--- config.mk ---
export PLATFORM = sky130hd
export DESIGN_NAME = afm_tracker
export DESIGN_NICKNAME = d
export VERILOG_FILES = /design/src/afm_link_rx.v /design/src/afm_sat_counter.v /design/src/afm_tracker.v
export VERILOG_INCLUDE_DIRS = /design/src
export SDC_FILE = /design/constraint.sdc
export NUM_CORES = 1
export LEC_CHECK = 0
export BUFFER_PORTS_ARGS = -buffer_cell sky130_fd_sc_hd__buf_2
export CORE_ASPECT_RATIO = 0.5
export CORE_MARGIN = 1
export CORE_UTILIZATION = 35
export DETAILED_ROUTE_END_ITERATION = 10
export GPL_ROUTABILITY_DRIVEN = 0
export HOLD_SLACK_MARGIN = 0.15
export PLACE_DENSITY_LB_ADDON = 0.15
export SLEW_MARGIN = 20
export SYNTH_ARGS = -nofsm -noshare
export SYNTH_HDL_FRONTEND = slang
export SYNTH_SLANG_ARGS = --single-unit
--- constraint.sdc ---
create_clock -name hclk -period 8.8 [get_ports hclk]
set_input_delay 0.44 -clock hclk [delete_from_list [all_inputs] [get_ports hclk]]
set_output_delay 0.44 -clock hclk [all_outputs]
set_load 0.01 [all_outputs]
--- src/afm_regs.vh ---
// Summary of operation
// - Secure, alpha, hex vectors raise all-frame counter.
// - Alphanumeric vector after address adds one.
// - Normal decoding only when everything is clear.
// - Each all-frame frame ends with status.
// - Short instruction 001 with 000/010 assigns.
// - Code 000 carries address and frame.
// - Code 010 carries address, window, sequence.
// - Long-address 010 forwards following message word.
// - Every assignment raises its own counter.
// - Forward words, then status with frame number.
// - Sixteen temporary addresses, each own counter.
`ifndef AFM_REGS_VH
`define AFM_REGS_VH
`define AFM_OFF_CTRL     8'h00
`define AFM_OFF_PKT      8'h04
`define AFM_OFF_STAT     8'h08
`define AFM_OFF_PEND     8'h0c
`define AFM_OFF_ISTAT    8'h10
`define AFM_OFF_IMASK    8'h14
`define AFM_CTRL_FORCE_ALL_FRAME_BIT        0
`define AFM_PKT_DECREMENT_ALL_FRAME_BIT     0
`define AFM_PKT_DISABLE_TEMP_ADDRESS_BIT_LO 16
`define AFM_STAT_MODE    0
`define AFM_STAT_CNT_LO  8
`define AFM_STAT_FRM_LO  16
`define AFM_IRQ_ENTER    0
`define AFM_IRQ_LEAVE    1
`define AFM_IRQ_STATUS   2
`define AFM_IRQ_ASSIGN   3
`define AFM_IMASK_RST    4'h0
`define AFM_W_EOF        15
`define AFM_W_MSG        14
`define AFM_W_LONG       3
`define AFM_VT_SECURE    3'h0
`define AFM_VT_SHORT     3'h1
`define AFM_VT_ALPHA     3'h5
`define AFM_VT_HEX       3'h6
`define AFM_IC_FRAME     3'h0
`define AFM_IC_WINDOW    3'h2
`define AFM_WORD_BITS    5'h10
`define AFM_AFC_W        8
`define AFM_TAC_W        4
`endif

--- src/afm_link_rx.v ---
`timescale 1ns/10ps
`include "afm_regs.vh"
module afm_link_rx (
    input  wire        hclk,
    input  wire        hresetn,
    input  wire        link_clk,
    input  wire        link_sync,
    input  wire        link_dat,
    output reg         word_valid_r,
    output reg  [15:0] word_r
);
    reg [2:0]  clk_s_r;
    reg [1:0]  sync_s_r;
    reg [1:0]  dat_s_r;
    reg [15:0] shift_r;
    reg [4:0]  nbits_r;
    reg        in_word_r;
    wire       rise;

    // Only the second stage and the edge history flop are looked at.
    assign rise = clk_s_r[1] & ~clk_s_r[2];

    always @(posedge hclk or negedge hresetn) begin
        if (!hresetn) begin
            clk_s_r      <= 3'h0;
            sync_s_r     <= 2'h0;
            dat_s_r      <= 2'h0;
            shift_r      <= 16'h0000;
            nbits_r      <= 5'h00;
            in_word_r    <= 1'b0;
            word_valid_r <= 1'b0;
            word_r       <= 16'h0000;
        end else begin
            clk_s_r      <= {clk_s_r[1:0], link_clk};
            sync_s_r     <= {sync_s_r[0], link_sync};
            dat_s_r      <= {dat_s_r[0], link_dat};
            word_valid_r <= 1'b0;
            in_word_r    <= sync_s_r[1];
            if (sync_s_r[1] && !in_word_r) begin
                nbits_r <= 5'h00;
            end else if (sync_s_r[1] && rise) begin
                shift_r <= {shift_r[14:0], dat_s_r[1]};
                nbits_r <= nbits_r + 5'h01;
            end
            // A word cut short by the strobe is dropped whole.
            if (!sync_s_r[1] && in_word_r && nbits_r == `AFM_WORD_BITS) begin
                word_valid_r <= 1'b1;
                word_r       <= shift_r;
            end
        end
    end
endmodule // afm_link_rx

--- src/afm_sat_counter.v ---
`timescale 1ns/10ps
module afm_sat_counter #(
    parameter W = 4
) (
    input  wire         hclk,
    input  wire         hresetn,
    input  wire         inc,
    input  wire         dec,
    output reg  [W-1:0] cnt_r,
    output wire         nz
);
    reg [W-1:0] cnt_nxt;

    assign nz = |cnt_r;

    // A raise and a lower in one cycle cancel; both ends saturate.
    always @* begin
        cnt_nxt = cnt_r;
        if (inc && !dec && !(&cnt_r)) begin
            cnt_nxt = cnt_r + {{(W-1){1'b0}}, 1'b1};
        end else if (dec && !inc && nz) begin
            cnt_nxt = cnt_r - {{(W-1){1'b0}}, 1'b1};
        end
    end

    always @(posedge hclk or negedge hresetn) begin
        if (!hresetn) begin
            cnt_r <= {W{1'b0}};
        end else begin
            cnt_r <= cnt_nxt;
        end
    end
endmodule // afm_sat_counter

--- src/afm_tracker.v ---
`timescale 1ns/10ps
`include "afm_regs.vh"
module afm_tracker (
    input  wire        hclk,
    input  wire        hresetn,
    input  wire        hsel,
    input  wire [31:0] haddr,
    input  wire [1:0]  htrans,
    input  wire        hwrite,
    input  wire [2:0]  hsize,
    input  wire [31:0] hwdata,
    input  wire        hready,
    output wire        hreadyout,
    output wire        hresp,
    output reg  [31:0] hrdata,
    input  wire        link_clk,
    input  wire        link_sync,
    input  wire        link_dat,
    output reg         all_frame_mode,
    output reg         status_valid,
    output reg         status_eof,
    output reg  [6:0]  status_frame,
    output reg         fwd_valid,
    output reg  [15:0] fwd_word,
    output reg         fwd_assign_frame,
    output wire        irq
);
    function is_off;
        input [7:0] a;
        input [7:0] off;
        begin
            is_off = (a == off);
        end
    endfunction

    wire        rx_valid;
    wire [15:0] rx_word;
    wire        w_eof;
    wire        w_msg;
    wire        w_vec;
    wire [2:0]  vtype;
    wire [2:0]  icode;
    wire [3:0]  taddr;
    wire        w_long;
    wire        afc_inc;
    wire        afc_dec;
    wire        ta_asg;
    wire [15:0] ta_inc;
    wire [15:0] ta_dec;
    wire [31:0] pkt_dis;
    wire [15:0] ta_nz;
    wire [63:0] ta_cnt;
    wire [7:0]  afc;
    wire        afc_nz;
    wire        mode_nxt;
    wire        ap_take;
    wire        wr_pkt;
    wire        wr_ctrl;
    wire        wr_mask;
    wire [3:0]  ev;
    wire [3:0]  istat_clr;
    wire [3:0]  istat_nxt;

    reg         force_all_frame_bit_r;
    reg  [3:0]  imask_r;
    reg  [3:0]  istat_r;
    reg         dp_wr_r;
    reg  [7:0]  dp_addr_r;
    reg         long_pend_r;
    reg  [6:0]  last_frame_r;

    afm_link_rx u_rx (
        .hclk         (hclk),
        .hresetn      (hresetn),
        .link_clk     (link_clk),
        .link_sync    (link_sync),
        .link_dat     (link_dat),
        .word_valid_r (rx_valid),
        .word_r       (rx_word)
    );

    assign w_eof  = rx_word[`AFM_W_EOF];
    assign w_msg  = rx_word[`AFM_W_MSG] & ~w_eof;
    assign w_vec  = ~rx_word[`AFM_W_MSG] & ~w_eof;
    assign vtype  = rx_word[13:11];
    assign icode  = rx_word[10:8];
    assign taddr  = rx_word[7:4];
    assign w_long = rx_word[`AFM_W_LONG];

    // Alphanumeric, secure and hex vectors open a possibly fragmented message.
    assign afc_inc = rx_valid & w_vec & ((vtype == `AFM_VT_SECURE) |
                     (vtype == `AFM_VT_ALPHA) |
                     (vtype == `AFM_VT_HEX));

    // Both assignment codes count, so a doubly sent assignment counts twice.
    assign ta_asg = rx_valid & w_vec & (vtype == `AFM_VT_SHORT) &
                    ((icode == `AFM_IC_FRAME) |
                     (icode == `AFM_IC_WINDOW));

    // AHB-Lite slave: zero wait states, always OKAY.
    assign hreadyout = 1'b1;
    assign hresp     = 1'b0;
    assign ap_take   = hsel & htrans[1] & hready;
    assign wr_pkt    = dp_wr_r & is_off(dp_addr_r, `AFM_OFF_PKT);
    assign wr_ctrl   = dp_wr_r & is_off(dp_addr_r, `AFM_OFF_CTRL);
    assign wr_mask   = dp_wr_r & is_off(dp_addr_r, `AFM_OFF_IMASK);

    // One packet write may lower the all-frame count and disable addresses.
    assign afc_dec = wr_pkt & hwdata[`AFM_PKT_DECREMENT_ALL_FRAME_BIT];
    assign pkt_dis = hwdata >> `AFM_PKT_DISABLE_TEMP_ADDRESS_BIT_LO;
    assign ta_dec  = wr_pkt ? pkt_dis[15:0] : 16'h0000;

    afm_sat_counter #(
        .W (`AFM_AFC_W)
    ) u_afc (
        .hclk    (hclk),
        .hresetn (hresetn),
        .inc     (afc_inc),
        .dec     (afc_dec),
        .cnt_r   (afc),
        .nz      (afc_nz)
    );

    genvar gi;
    generate
        for (gi = 0; gi < 16; gi = gi + 1) begin : g_ta
            assign ta_inc[gi] = ta_asg & ({28'h0000000, taddr} == gi);
            afm_sat_counter #(
                .W (`AFM_TAC_W)
            ) u_tac (
                .hclk    (hclk),
                .hresetn (hresetn),
                .inc     (ta_inc[gi]),
                .dec     (ta_dec[gi]),
                .cnt_r   (ta_cnt[4*gi+3:4*gi]),
                .nz      (ta_nz[gi])
            );
        end
    endgenerate

    // Normal decoding resumes only once every source of demand is gone.
    assign mode_nxt = afc_nz | (|ta_nz) | force_all_frame_bit_r;

    assign ev[`AFM_IRQ_ENTER]  = mode_nxt & ~all_frame_mode;
    assign ev[`AFM_IRQ_LEAVE]  = ~mode_nxt & all_frame_mode;
    assign ev[`AFM_IRQ_STATUS] = rx_valid & w_eof & all_frame_mode;
    assign ev[`AFM_IRQ_ASSIGN] = ta_asg;

    // A read of the interrupt status register clears it; a fresh event still wins.
    assign istat_clr = (ap_take & ~hwrite & is_off(haddr[7:0], `AFM_OFF_ISTAT)) ?
                       4'hf : 4'h0;
    assign istat_nxt = (istat_r & ~istat_clr) | ev;
    assign irq       = |(istat_r & imask_r);

    always @(posedge hclk or negedge hresetn) begin
        if (!hresetn) begin
            dp_wr_r   <= 1'b0;
            dp_addr_r <= 8'h00;
            hrdata    <= 32'h00000000;
            force_all_frame_bit_r <= 1'b0;
            imask_r   <= `AFM_IMASK_RST;
            istat_r   <= 4'h0;
        end else begin
            dp_wr_r <= ap_take & hwrite;
            if (ap_take) begin
                dp_addr_r <= haddr[7:0];
            end
            if (ap_take && !hwrite) begin
                case (haddr[7:0])
                    `AFM_OFF_CTRL: begin
                        hrdata <= {31'h0, force_all_frame_bit_r};
                    end
                    `AFM_OFF_STAT: begin
                        hrdata <= {9'h0, last_frame_r, afc, 7'h0, all_frame_mode};
                    end
                    `AFM_OFF_PEND: begin
                        hrdata <= {16'h0, ta_nz};
                    end
                    `AFM_OFF_ISTAT: begin
                        hrdata <= {28'h0, istat_r};
                    end
                    `AFM_OFF_IMASK: begin
                        hrdata <= {28'h0, imask_r};
                    end
                    default: begin
                        hrdata <= 32'h00000000;
                    end
                endcase
            end
            if (wr_ctrl) begin
                force_all_frame_bit_r <= hwdata[`AFM_CTRL_FORCE_ALL_FRAME_BIT];
            end
            if (wr_mask) begin
                imask_r <= hwdata[3:0];
            end
            istat_r <= istat_nxt;
        end
    end

    always @(posedge hclk or negedge hresetn) begin
        if (!hresetn) begin
            all_frame_mode   <= 1'b0;
            status_valid     <= 1'b0;
            status_eof       <= 1'b0;
            status_frame     <= 7'h00;
            last_frame_r     <= 7'h00;
            fwd_valid        <= 1'b0;
            fwd_word         <= 16'h0000;
            fwd_assign_frame <= 1'b0;
            long_pend_r      <= 1'b0;
        end else begin
            all_frame_mode   <= mode_nxt;
            status_valid     <= 1'b0;
            fwd_valid        <= 1'b0;
            fwd_assign_frame <= 1'b0;
            if (rx_valid && !w_eof) begin
                fwd_valid <= 1'b1;
                fwd_word  <= rx_word;
            end
            // The word after a long-address window assignment holds its frame.
            if (ta_asg && icode == `AFM_IC_WINDOW && w_long) begin
                long_pend_r <= 1'b1;
            end else if (rx_valid && w_msg && long_pend_r) begin
                fwd_assign_frame <= 1'b1;
                long_pend_r      <= 1'b0;
            end else if (rx_valid && !w_msg) begin
                long_pend_r <= 1'b0;
            end
            if (rx_valid && w_eof) begin
                last_frame_r <= rx_word[6:0];
            end
            // Frame ends are reported only while every frame is decoded.
            if (rx_valid && w_eof && all_frame_mode) begin
                status_valid <= 1'b1;
                status_eof   <= 1'b1;
                status_frame <= rx_word[6:0];
            end
        end
    end
endmodule // afm_tracker

==> metrics.md <==
| Metric | Value |
|---|---|
| Synth warn | 0 |
| Drt total wl | 24.38 mm |
| Total negative slack | 0 ns |
| RSZ-0062 raised after global routing | false |
| Comb power frac | 4.6% |
| Root buffer cell | clkbuf_16 |
| CTS tree | done |
| FMAX | 286.8 MHz |
| Synthesized area per cell | 11.23 sq um |
| Largest net degree at the start of global routing | 72 |
| Setup bufs post-CTS | 0 |
| Max incr delay on CP | 0.53 ns |
| CORE AREA | 29070 sq um |
| Min Tclk post-route | 3.486 ns |
| Fin. Hold Viols | 0 |
| Vias | 7455 |
| Layout net count | 1141 |
| Dominant cell by count in the synthesized netlist | dfrtp_1 |
| Yosys cell types | 63 |
| Hold slack | 0.2349 ns |
| Resize count post-CTS | 0 |
| Clock Skews | 0.01130 ns |
| Sw Share | 23.52% |
| Top FF cell, synth | dfrtp_1 |
| Initial Util | 35.74% |
| Int Power | 0.001401 W |
| H-Tree Level Count | 4 |
| Clk sinks | 195 |
| Die H | 123.8 microns |
| Critical Path RT | 9.13 ns |
| DRC viols | 1 |
| Die Width | 245.6 microns |
| Met2 Usage GRT | 27.11% |
| Net switching power | 0.0004307 W |
| Multi-input logic area | 5279 sq um |
| Failing checks | DRC |
| Number of fill cells | 2870 |
| Min-Delay Path Class | in -> reg |
| Initial DRC Count | 522 |
| Crit path max-delay family | compound AO/OA/AOI/OAI gates |
| CTS clk-pin slew, worst paths | 0.07 ns |
| Clock share of power | 44.6% |
| Met1 usage | 23.61% |
| Drt wl/cell | 17.29 microns |
| GR Overflow Total | 0 |
| Number of synthesized register bits | 195 |
| CTS buffer count | 17 |
| Worst EP arrival | 3.82 ns |
| Share of synthesized registers carrying an async set or reset | 100.0% |
| Run status | finished with violations |
| Initial antenna violation count | 0 |
| Relative slew margins | 24.88% |
| Endpoints failing setup | 0 |
| Commonest cells in the netlist | dfrtp_1, nand2_1, mux2_2, xor2_1, nand4_1 |
| Final period utilization | 39.62% |
| PwrDens | 153.9 nW/um^2 |
| First-pass GRT wire length | 40.01 mm |
| Register area share after synthesis | 46.97% |
| Area Overhead vs Synth | 14.58% |
| Row count | 44 |
| CTS Buffer Depth | 2 |
| Dpl hpwl | 17.29 mm |
| Worst-path cell chain | nor4_2 -> buf_4 -> and3_1 -> a211o_1 -> ha_1 -> a21oi_1 -> a21boi_0 -> o21a_1 -> or3_1 -> a31o_2 |
| Reg power frac | 50.8% |
| Worst path bufs/invs | 1 |
| Worst IR drop on VDD | 121.8 uV |
| Leading area contributor after synthesis | dfrtp_1 |
| GR Util met3 | 3.512% |
| # Max-Cap Violations | 0 |
| Most area-consuming cells after synthesis | dfrtp_1, mux2_2, ha_1 |
| Leak | 5.810 nW |
| Layout cell share with drive strength beyond 1 | 23.55% |
| CP Class | reg -> reg |
| CP Capture Type | flop |
| I/O Buffers | 88 |
| Synth top area share | 46.97% |
| Syn Inst Count | 925 |
| GRT Resource Usage Total | 16.95% |
| Crit start category | flop |
| Vias in the first global route | 7430 |
| Post-synth EDFFs | 0 |
| Register area | 4880 sq um |
| Worst-Margin Slew | 1.117 ns |
| Die Footprint | 30420 sq um |
| Later-pin clock latency in the skew report | 0.44 ns |
| Crit-path slowest cell | a211o_1 |
| Crit Path Max Fanout | 33 |
| # diodes | 0 |
| Drt pass-1 iters | 7 |
| Ports | 140 |
| GRT Max-Usage Layer | met2 |
| Synthesized cell area | 10390 sq um |
| Final slew viol count | 0 |
| Via density | 5.287 |
| Remaining antenna violation count after routing | 0 |
## power groups by stage
stage / clock [W] / combinational, W / sequential (W)
final: 0.000817 / 0.0000846 / 0.000930
after global routing: 0.000883 / 0.0000957 / 0.000932
after CTS: 0.000849 / 0.0000862 / 0.000929
after detailed placement: 0 / 0.0000847 / 0.000947
after global placement: 0 / 0.0000828 / 0.000946
after floorplan: 0 / 0.0000459 / 0.000942
## flip-flops by register name (all words and copies together), names as in the netlist, 3 cells and up
name / cells
hrdata: 23
istat_r: 4
fwd_word: 16
dp_addr_r: 8
u_rx.clk_s_r: 3
status_frame: 7
u_rx.shift_r: 16
last_frame_r: 7
u_rx.word_r: 16
imask_r: 4
g_ta.u_tac.cnt_r: 64
u_afc.cnt_r: 8
u_rx.nbits_r: 5
## stage by stage
step | instances | util [%] | cell area [sq um] | setup slack [ns] | total power [W]
after floorplan | 934 | - | 10420 | 5.872 | 0.0009875
after global placement | 1374 | 38.68 | 11240 | 5.407 | 0.001029
after detailed placement | 1374 | 38.68 | 11240 | 5.387 | 0.001032
after CTS | 1410 | 40.94 | 11900 | 5.375 | 0.001864
after global routing | 1410 | 40.95 | 11900 | 5.117 | 0.001911
final | 1410 | 40.95 | 11900 | 5.314 | 0.001832
## per-layer routing
| metal | up-vias | part of all wire (%) |
|---|---|---|
| li1 | 3577 | - |
| met1 | 3766 | 49 |
| met2 | 106 | 47 |
| met3 | 6 | 3.1 |
| met4 | 0 | 0.62 |
| met5 | - | 0 |
## cell families (layout without fill, tap and decap cells)
group                      Yosys count  in the layout  synth area share (%)
muxes                              111            111                 11.83
other                                2             11               0.07229
DFF                                195            195                 46.97
AOI/OAI and AO/OA                  153            153                 10.48
adders and majority gates           58             58                 8.214
buffers and inverters               66            151                 2.854
xor gates and xnor gates            56             56                 4.721
and+or+nand+nor                    284            284                 14.86
## what timing repair did
action                                  CTS  global route
hold buffers                              4             0
hold endpoints to repair                 56             0
endpoints found under the setup margin    0             0
## final timing paths
kind | cells past startpoint | start | to | slack [ns]
worst max-delay path | 10 | dp_addr_r[6]$_DFFE_PN0P_ | u_afc.cnt_r[6]$_DFFE_PN0P_ | 5.31
worst min-delay path | 2 | hwdata[1] | imask_r[1]$_DFFE_PN0P_ | 0.23
worst max register to register | 10 | dp_addr_r[6]$_DFFE_PN0P_ | u_afc.cnt_r[6]$_DFFE_PN0P_ | 5.31
worst min register to register | 0 | u_rx.clk_s_r[0]$_DFF_PN0_ | u_rx.clk_s_r[1]$_DFF_PN0_ | 0.35
max in group asynchronous | 3 | hresetn | u_afc.cnt_r[5]$_DFFE_PN0P_ | 6.95
min in group asynchronous | 2 | hresetn | g_ta[9].u_tac.cnt_r[1]$_DFFE_PN0P_ | 0.53
## placed cells by master (no fill, tap or decap), types with 8 or more instances in the layout
| cell | instances |
|---|---|
| dfrtp_1 | 195 |
| nand2_1 | 100 |
| mux2_2 | 92 |
| buf_2 | 87 |
| xor2_1 | 50 |
| nand4_1 | 48 |
| o21ai_0 | 41 |
| ha_1 | 41 |
| nor4_1 | 24 |
| a21oi_1 | 20 |
| nor2_1 | 19 |
| mux2i_1 | 17 |
| a21o_1 | 17 |
| a311o_1 | 17 |
| fa_1 | 17 |
| clkbuf_16 | 17 |
| and4_1 | 15 |
| nand3_1 | 15 |
| a41oi_1 | 14 |
| inv_1 | 13 |
| buf_4 | 13 |
| conb_1 | 11 |
| nand2b_1 | 8 |
| a22oi_1 | 8 |
## layout make-up
| type | count | area share [%] |
|---|---|---|
| Sequential cell | 195 | 40.99 |
| Tap cell | 391 | 4.110 |
| Timing Repair Buffer | 105 | 4.930 |
| Inverter | 14 | 0.4415 |
| Clock buffer | 21 | 4.036 |
| Multi-Input combinational cell | 673 | 44.35 |
| Clock inverter | 11 | 1.146 |
Power figures use the tool's default switching activity.
